**src/design/bit_cells_cfg.svh**
```systemverilog
`ifndef BIT_CELLS_CFG_SVH
`define BIT_CELLS_CFG_SVH
// What this block does
// - read-only bit returns hardware value; writes leave it unchanged.
// - write-only bit stores writes; its read data is undefined, do not check.
// - write-one-to-clear bit clears on written one; written zero does nothing.
// - write_any_clear bit clears on any write, whatever the data.
// - read-to-clear bit returns contents then clears; writes do nothing.
// - latch_low_clear_on_read holds a low condition until the register is read.
// - latch_high_clear_on_read holds a high event until the register is read.
// - self_clearing bit returns to zero by itself; writing zero does nothing.
// - self-setting bit returns to one by itself; writing one does nothing.
// - sticky_high_status stays set after its condition until software reads it.
// - after that read, it follows the condition: set if held, else zero.
// - soft_reset_immune bits keep state on software reset; others take defaults.
// - reserved positions give no guaranteed read value; nobody relies on them.
// - plain read-write bit stores the write and returns it on reads.

// ----------------------------------------------------------------
// register layout
// ----------------------------------------------------------------
`define RB_W          16
`define RB_RO_BIT     0
`define RB_WO_BIT     1
`define RB_WC_BIT     2
`define RB_WR_ANY_BIT   3
`define RB_RC_BIT       4
`define RB_LATCH_LO_BIT 5
`define RB_LATCH_HI_BIT 6
`define RB_SELF_CLR_BIT 7
`define RB_SS_BIT     8
`define RB_STICKY_BIT 9
`define RB_RW_BIT     10
`define RB_IMM_BIT    11

// ----------------------------------------------------------------
// reset values
// ----------------------------------------------------------------
`define RB_LATCH_LO_RST 1'h1
`define RB_SS_RST     1'h1
`define RB_RW_RST     1'h0
`define RB_IMM_RST    1'h0
`endif

```
**src/design/bit_cells_pkg.sv**
```systemverilog
package bit_cells_pkg;
  typedef struct packed {
    logic [15:0] rdata;
    logic        wo;
    logic        wc;
    logic        write_any_clear;
    logic        rc;
    logic        latch_low;
    logic        latch_high;
    logic        self_clearing;
    logic        ss;
    logic        sticky;
    logic        rw;
    logic        imm;
  } cells_state_t;
endpackage

```
**src/design/register_bit_attribute_cells.sv**
```systemverilog
`timescale 1ns/1ps
`include "bit_cells_cfg.svh"
module register_bit_attribute_cells (
  input  wire logic        sys_clk_i,             // 250 MHz system clock
  input  wire logic        rstn_i,                // hardware reset, sync, active low
  input  wire logic        sw_rst_i,              // software reset request
  input  wire logic        acc_rd_i,              // read access taken this cycle
  input  wire logic        acc_wr_i,              // write access taken this cycle
  input  wire logic [15:0] acc_wdata_i,           // write data
  output logic      [15:0] acc_rdata_o,           // read data, one cycle after acc_rd_i
  input  wire logic        ro_val_i,              // hardware value of read-only bit
  input  wire logic        wc_set_i,              // event for write-one-to-clear flag
  input  wire logic        write_any_clear_set_i, // event for write_any_clear flag
  input  wire logic        rc_set_i,              // event for read-to-clear flag
  input  wire logic        latch_low_cond_i,      // level watched by latch-low bit
  input  wire logic        latch_high_set_i,      // event for latch-high bit
  input  wire logic        sticky_cond_i,         // level watched by sticky_high_status
  output logic             wo_o,                  // write-only control bit
  output logic             self_clearing_o,       // self_clearing bit, one-cycle pulse
  output logic             ss_o,                  // self-setting bit
  output logic             rw_o,                  // plain read-write bit
  output logic             imm_o                  // soft_reset_immune read-write bit
);

  // ----------------------------------------------------------------
  // helpers
  // ----------------------------------------------------------------
  // set wins over clear so a coincident event is never dropped
  function automatic logic flag_next(input logic cur, input logic set, input logic clr);
    return set | (cur & ~clr);
  endfunction

  bit_cells_pkg::cells_state_t st_r;
  bit_cells_pkg::cells_state_t st_nxt;

  // ----------------------------------------------------------------
  // next state
  // ----------------------------------------------------------------
  always_comb begin
    st_nxt = st_r;
    // read data sampled before any clear-on-read takes effect;
    // write-only and reserved positions are left at zero
    st_nxt.rdata = 16'h0000;
    if (acc_rd_i) begin
      st_nxt.rdata[`RB_RO_BIT]       = ro_val_i;
      st_nxt.rdata[`RB_WC_BIT]       = st_r.wc;
      st_nxt.rdata[`RB_WR_ANY_BIT]   = st_r.write_any_clear;
      st_nxt.rdata[`RB_RC_BIT]       = st_r.rc;
      st_nxt.rdata[`RB_LATCH_LO_BIT] = st_r.latch_low;
      st_nxt.rdata[`RB_LATCH_HI_BIT] = st_r.latch_high;
      st_nxt.rdata[`RB_SELF_CLR_BIT] = st_r.self_clearing;
      st_nxt.rdata[`RB_SS_BIT]       = st_r.ss;
      st_nxt.rdata[`RB_STICKY_BIT]   = st_r.sticky;
      st_nxt.rdata[`RB_RW_BIT]       = st_r.rw;
      st_nxt.rdata[`RB_IMM_BIT]      = st_r.imm;
    end

    if (acc_wr_i) begin
      st_nxt.wo  = acc_wdata_i[`RB_WO_BIT];
      st_nxt.rw  = acc_wdata_i[`RB_RW_BIT];
      st_nxt.imm = acc_wdata_i[`RB_IMM_BIT];
    end

    st_nxt.wc = flag_next(st_r.wc, wc_set_i, acc_wr_i & acc_wdata_i[`RB_WC_BIT]);
    st_nxt.write_any_clear = flag_next(st_r.write_any_clear, write_any_clear_set_i,
                                       acc_wr_i);
    st_nxt.rc = flag_next(st_r.rc, rc_set_i, acc_rd_i);
    st_nxt.latch_high = flag_next(st_r.latch_high, latch_high_set_i, acc_rd_i);

    // latch-low: a low level wins, a read re-arms to one
    if (!latch_low_cond_i)
      st_nxt.latch_low = 1'h0;
    else if (acc_rd_i)
      st_nxt.latch_low = 1'h1;

    // sticky: after a read it simply follows the condition
    st_nxt.sticky = flag_next(st_r.sticky, sticky_cond_i, acc_rd_i);

    // self-clearing holds one cycle; self-setting is low one cycle
    st_nxt.self_clearing = acc_wr_i & acc_wdata_i[`RB_SELF_CLR_BIT];
    st_nxt.ss = ~(acc_wr_i & ~acc_wdata_i[`RB_SS_BIT]);

    if (sw_rst_i) begin
      // imm is left alone: it only falls to the hardware reset
      st_nxt.wo              = 1'h0;
      st_nxt.wc              = 1'h0;
      st_nxt.write_any_clear = 1'h0;
      st_nxt.rc              = 1'h0;
      st_nxt.latch_low       = `RB_LATCH_LO_RST;
      st_nxt.latch_high      = 1'h0;
      st_nxt.self_clearing   = 1'h0;
      st_nxt.ss              = `RB_SS_RST;
      st_nxt.sticky          = 1'h0;
      st_nxt.rw              = `RB_RW_RST;
    end
  end

  // ----------------------------------------------------------------
  // state register
  // ----------------------------------------------------------------
  always_ff @(posedge sys_clk_i) begin
    if (!rstn_i) begin
      st_r           <= '0;
      st_r.latch_low <= `RB_LATCH_LO_RST;
      st_r.ss        <= `RB_SS_RST;
      st_r.rw        <= `RB_RW_RST;
      st_r.imm       <= `RB_IMM_RST;
    end else begin
      st_r <= st_nxt;
    end
  end

  assign acc_rdata_o     = st_r.rdata;
  assign wo_o            = st_r.wo;
  assign self_clearing_o = st_r.self_clearing;
  assign ss_o            = st_r.ss;
  assign rw_o            = st_r.rw;
  assign imm_o           = st_r.imm;
endmodule

```
**config.mk**
```make
export PLATFORM = sky130hd
export DESIGN_NAME = register_bit_attribute_cells
export DESIGN_NICKNAME = d
export VERILOG_FILES = /design/src/design/bit_cells_pkg.sv /design/src/design/register_bit_attribute_cells.sv
export VERILOG_INCLUDE_DIRS = /design/src /design/src/design
export SDC_FILE = /design/constraint.sdc
export NUM_CORES = 1
export LEC_CHECK = 0
export BUFFER_PORTS_ARGS = -buffer_cell sky130_fd_sc_hd__buf_2
export CAP_MARGIN = 20
export CORE_UTILIZATION = 44
export DETAILED_ROUTE_END_ITERATION = 10
export PLACE_DENSITY_LB_ADDON = 0.05
export SLEW_MARGIN = 20
export SYNTH_ARGS = -nofsm -noshare
export SYNTH_HDL_FRONTEND = slang
export SYNTH_SLANG_ARGS = --single-unit
```
**constraint.sdc**
```tcl
create_clock -name sys_clk_i -period 1.6 [get_ports sys_clk_i]
set_input_delay 0.08 -clock sys_clk_i [delete_from_list [all_inputs] [get_ports sys_clk_i]]
set_output_delay 0.08 -clock sys_clk_i [all_outputs]
set_load 0.1 [all_outputs]
```
==> results of run 1 <==
-- where the power goes --
| group | switching [mW] | internal, mW | total, mW |
|---|---|---|---|
| sequential | 0.00603 | 0.566 | 0.572 |
| clock | 0.155 | 0.139 | 0.294 |
| combinational | 0.168 | 0.0533 | 0.222 |
-- worst max path at each step --
| stage | from | endpoint | slack [ps] | cells after the start |
|---|---|---|---|---|
| finish | imm_o$_SDFFE_PN0P_ | imm_o | 430 | 1 |
| global route | imm_o$_SDFFE_PN0P_ | imm_o | 380 | 1 |
| CTS | imm_o$_SDFFE_PN0P_ | imm_o | 410 | 1 |
| detailed placement | rstn_i | self_clearing_o$_SDFF_PP0_ | 680 | 3 |
| global placement | rstn_i | self_clearing_o$_SDFF_PP0_ | 670 | 3 |
| floorplan | imm_o$_SDFFE_PN0P_ | imm_o$_SDFFE_PN0P_ | 330 | 2 |
-- cells by family (layout without fill, tap and decap cells) --
| group | count (synthesis) | count (layout) | synth area share (%) |
|---|---|---|---|
| other | 1 | 5 | 0.4618 |
| buffers and inverters | 20 | 46 | 17.72 |
| multiplexers | 3 | 3 | 3.698 |
| flip-flops | 22 | 22 | 54.24 |
| AND/OR/NAND/NOR | 23 | 23 | 17.72 |
| AO/OA/AOI/OAI | 7 | 7 | 6.164 |
-- metal layers --
layer / GRT usage (%) / routed length, um / vias up
li1: - / - / 286
met1: 14.86 / 563 / 223
met2: 24.35 / 578 / 22
met3: 3.600 / 75 / 2
met4: 10.91 / 12 / 0
met5: 0 / 0 / -
-- state kept, by name, indices dropped and copies added, names as in the netlist --
| name | cells |
|---|---|
| rw_o | 1 |
| wo_o | 1 |
| acc_rdata_o | 11 |
| self_clearing_o | 1 |
| st_r | 6 |
| ss_o | 1 |
| imm_o | 1 |
-- final cells by class --
| type | count | share of cell area (%) |
|---|---|---|
| Sequential cell | 22 | 43.78 |
| Timing Repair Buffer | 42 | 25.37 |
| Multi-Input combinational cell | 38 | 24.13 |
| Clock buffer | 4 | 3.607 |
| Tap cell | 25 | 3.109 |
-- worst register-to-register path: cells and delay by family, from the launching register on --
family          cells  cell delay [ps]
flops               1              320
simple gates        1              150
compound gates      1              150
-- per-stage QoR --
| step | hold WS, ps | setup WS [ps] |
|---|---|---|
| 2_1_floorplan | 185.9 | 329.0 |
| 3_3_place_gp | 273.3 | 671.1 |
| 3_5_place_dp | 275.8 | 679.6 |
| 4_1_cts | 1.338 | 413.1 |
| 5_1_grt | 21.79 | 378.9 |
| 6_report | 14.61 | 429.5 |
-- synth_stat cells --
| cell | n | share of area [%] |
|---|---|---|
| clkbuf_1 | 2 | 0.92 |
| buf_6 | 1 | 1.4 |
| nand3b_1 | 1 | 0.92 |
| and2b_1 | 2 | 1.8 |
| nor2b_1 | 3 | 2.3 |
| dfxtp_1 | 22 | 54 |
| nor2b_2 | 1 | 1.1 |
| o21ai_0 | 1 | 0.62 |
| nor2_1 | 2 | 0.92 |
| o21a_1 | 5 | 4.6 |
| buf_4 | 16 | 15 |
| conb_1 | 1 | 0.46 |
| a21boi_0 | 1 | 0.92 |
| or2b_1 | 1 | 0.92 |
| and3_1 | 12 | 9.2 |
| mux2i_1 | 3 | 3.7 |
| nand2_1 | 1 | 0.46 |
| buf_2 | 1 | 0.62 |
==> impl_metrics.yaml, run 1 <==
global_route:
  grt_pass1_vias: 473
  grt_pass1_wl_mm: 1.959
  track_usage_pct: 14.26
  antenna_found_initial: 0
  grt_max_degree: 16
  grt_overflow: 0
synthesis:
  ys_seq_elements: 22
  yosysWarningCount: 0
  syn_area_um2: 812.0
  synth_cell_types: 18
  synth_cells: 76
  seq_area_frac_synth_pct: 54.24
  postSynthAreaPerCell_um2: 10.68
clock_tree:
  root_buffer: "clkbuf_4"
  cts.sinks: 22
  insertion_delay_ps: 300
  cts_buffers: 3
  cts_resized: 0
  tritoncts: "yes"
  postCtsSetupBuffers: 0
  path_clk_slew_ps: 110
  holdBufCountCts: 9
  clockBufferDepth: 2
  htreeDepth: 1
timing:
  setup_viol: 0
  fin_tns_setup_ps: 0
  timing.fmax_mhz: 854.3
  report.final.slew_viol_count: 0
  skew_ps: 5.291
  fin_crit_sh_pct: 73.16
  fin_crit_ps: 1170
  hold_viol_final: 0
  rsz0062_at_grt: "no"
run_status:
  status: "complete, no violations"
floorplan:
  dieArea_um2: 2021
  die-height_um: 44.96
  ios: 49
  rows: 15
  fp.dieW_um: 44.96
  core_area_um2: 1727
  start_util_pct: 47.03
worst_setup_path:
  end_kind: "primary output"
  cpPeakStageDelay_ps: 430
  r2r-end: "st_r[7]$_SDFF_PP0_"
  cpMaxStageDelayCell: "buf_2"
  crit_buf_inv: 1
  required_ps: 1520
  crit_chain: "buf_2"
  reg2reg_from: "st_r[7]$_SDFF_PP0_"
  reg2reg_slack_ps: 890
  critPathTopFamily: "buffers and inverters"
  crit_arrival_ps: 1090
  r2r_cells: 2
  start_kind: "flip-flop"
  crit_path_max_fanout: 3
  path_class: "reg -> out"
hold_path:
  hold_path_depth: 3
  worst_hold_path_type: "in -> reg"
  hp-start: "acc_wdata_i[1]"
  hold_end: "wo_o$_SDFFE_PP0P_"
detailed_routing:
  post_drt_wl_per_cell_um: 9.389
  routed_wl_mm: 1.230
  dr.pass1.iters: 2
  drc_errors: 0
  vias: 533
  drt-vias-per-instance: 4.069
  initialDrtViolationCount: 7
  final_antenna_net_count: 0
placement:
  hpwl_um: 803
  place_inst: 118
  gp_congestion: 0.6061
  placed_area_um2: 879.6
  portBuffers: 33
flow_run:
  max-cap-violations: 0
layout:
  layout_common_cells: "33 x buf_2, 22 x dfxtp_1, 12 x and3_1"
  seq_area_um2: 440.4
  multi_input_area_um2: 242.7
  fill_cells: 169
  layout-drive-gt1-share_pct: 35.85
  final_cell_area_um2: 1006
  area_growth_pct: 23.88
  fin_cells: 131
  antenna_cells: 0
  utilization_pct: 58.26
  fin_nets: 135
  final_common_cell: "buf_2"
power:
  total_power_mw: 1.088
  ir_worst_vdd_v: 0.0005625
  power.leakage_nw: 0.5363
  p_per_area_nw_per_um2: 1081
Note: power is estimated with default switching activity, not from simulation.
==> inputs of run 2 (changes only) <==
--- a/config.mk
+++ b/config.mk
@@ -8,7 +8,7 @@
 export LEC_CHECK = 0
 export BUFFER_PORTS_ARGS = -buffer_cell sky130_fd_sc_hd__buf_2
 export CAP_MARGIN = 20
-export CORE_UTILIZATION = 44
+export CORE_UTILIZATION = 41
 export DETAILED_ROUTE_END_ITERATION = 10
 export PLACE_DENSITY_LB_ADDON = 0.05
 export SLEW_MARGIN = 20
==> constraint.sdc (replaced) <==
create_clock -name sys_clk_i -period 1.2 [get_ports sys_clk_i]
set_input_delay 0.06 -clock sys_clk_i [delete_from_list [all_inputs] [get_ports sys_clk_i]]
set_output_delay 0.06 -clock sys_clk_i [all_outputs]
set_load 0.1 [all_outputs]
==> run 2 against run 1 <==
Wire length rose by 7.9%. Flip-flop and latch count did not move. Register-to-register slack got worse by 410 ps. Final cell count rose by 1.5%. Via count rose by 6.2%. Setup slack got worse by 360 ps. Worst hold slack improved by 6.5 ps. Critical path type unchanged.
==> impl_metrics.yaml, run 2 (synthesized netlist as in run 1, its figures left out) <==
run_status:
  status: "complete, no violations"
hold_path:
  hold_end: "st_r[6]$_SDFFE_PP1P_"
  hold_path_depth: 3
  worst_hold_path_type: "in -> reg"
  hp-start: "sw_rst_i"
timing:
  hold_viol_final: 0
  report.final.slew_viol_count: 0
  rsz0062_at_grt: "no"
  fin_tns_setup_ps: 0
  fin_hold_ws_ps: 21.10
  fin_crit_ps: 1126
  timing.fmax_mhz: 887.8
  fin_crit_sh_pct: 93.87
  setup_viol: 0
  skew_ps: 2.196
placement:
  portBuffers: 33
  hpwl_um: 842.9
  gp_congestion: 0.6045
layout:
  fin_nets: 137
  largest_register_ffs: 11
  utilization_pct: 57.89
  layout-drive-gt1-share_pct: 39.81
  fill_cells: 166
  final_common_cell: "buf_2"
  area_growth_pct: 27.12
  antenna_cells: 0
  layout_common_cells: "33 x buf_2, 17 x dfxtp_1, 12 x and3_1"
global_route:
  antenna_found_initial: 0
  grt_max_degree: 16
  met2_usage_pct: 23.06
  grt_overflow: 0
  top_usage_layer: "met2"
  grtUsageMet3_pct: 4.706
  track_usage_pct: 14.69
  grt_pass1_wl_mm: 2.166
  grt_pass1_vias: 486
  use_met1_pct: 17.18
worst_setup_path:
  path_class: "reg -> out"
  required_ps: 1140
  cpPeakStageDelay_ps: 420
  r2r-end: "st_r[7]$_SDFF_PP0_"
  reg2reg_from: "st_r[7]$_SDFF_PP0_"
  end_kind: "primary output"
  crit_chain: "buf_2"
  crit_arrival_ps: 1070
  start_kind: "flip-flop"
  critPathTopFamily: "buffers and inverters"
  cpMaxStageDelayCell: "buf_2"
  crit_buf_inv: 1
  reg2reg_slack_ps: 480
  r2r_cells: 2
  crit_path_max_fanout: 3
power:
  ir_worst_vdd_v: 0.0008882
  p_per_area_nw_per_um2: 1410
  power.leakage_nw: 0.5459
  total_power_mw: 1.456
detailed_routing:
  dr.pass1.iters: 3
  drc_errors: 0
  routed_wl_mm: 1.327
  drt-vias-per-instance: 4.256
  vias: 566
  post_drt_wl_per_cell_um: 9.977
  initialDrtViolationCount: 9
  final_antenna_net_count: 0
clock_tree:
  cts_resized: 0
  htreeDepth: 1
  cts_buffers: 3
  insertion_delay_ps: 290
  cts.sinks: 22
  root_buffer: "clkbuf_4"
  clockBufferDepth: 2
  tritoncts: "yes"
  path_clk_slew_ps: 110
floorplan:
  ios: 49
  die-height_um: 46.51
  core_area_um2: 1783
  fp.dieW_um: 46.51
  start_util_pct: 45.54
  rows: 15
  dieArea_um2: 2163
flow_run:
  max-cap-violations: 0
==> run 2: changes by cell type in the layout (fill, tap and decap cells not counted) <==
cell           change
dfxtp_1            -5
dfxtp_2            +5
dlygate4sd3_1      +2
==> run 2: how the worst max path moves through the flow <==
stage / endpoint / depth (start not counted) / from
floorplan: imm_o$_SDFFE_PN0P_ / 2 / imm_o$_SDFFE_PN0P_
global placement: self_clearing_o$_SDFF_PP0_ / 3 / rstn_i
detailed placement: self_clearing_o$_SDFF_PP0_ / 3 / rstn_i
CTS: imm_o / 1 / imm_o$_SDFFE_PN0P_
global route: imm_o / 1 / imm_o$_SDFFE_PN0P_
finish: imm_o / 1 / imm_o$_SDFFE_PN0P_
==> run 2: routing by layer <==
metal | vias to the layer above | share of wire, %
met4 | 0 | 0.90
li1 | 290 | -
met3 | 2 | 7.2
met2 | 24 | 50
met5 | - | 0
met1 | 250 | 41
==> run 2: layout make-up <==
class / instances / area (um2) / share of cell area, %
multi-input cells: 38 / 242.7 / 23.52
repair buffers: 44 / 275.3 / 26.67
well taps: 25 / 31.28 / 3.030
clock buffers: 4 / 36.28 / 3.515
flip-flops and latches: 22 / 446.7 / 43.27
==> run 2: timing repair <==
item | CTS | global route
endpoints found under the hold margin | 11 | 0
hold buffers | 11 | 0
setup buffers | 0 | 0
==> run 2: where the power goes <==
group          internal [mW]  switching, mW  total (mW)  leakage [nW]
clock network          0.185          0.205       0.390        0.0210
registers              0.756        0.00786       0.764         0.181
logic                 0.0754          0.227       0.302         0.344
==> run 2: metrics by stage <==
step	instance area [um2]	setup WS, ps	cells
after floorplan	833.3	250.8	80
after global placement	885.9	288.6	118
after detailed placement	885.9	285.9	118
after CTS	1032	53.55	133
after global routing	1032	0.4839	133
final	1032	73.61	133
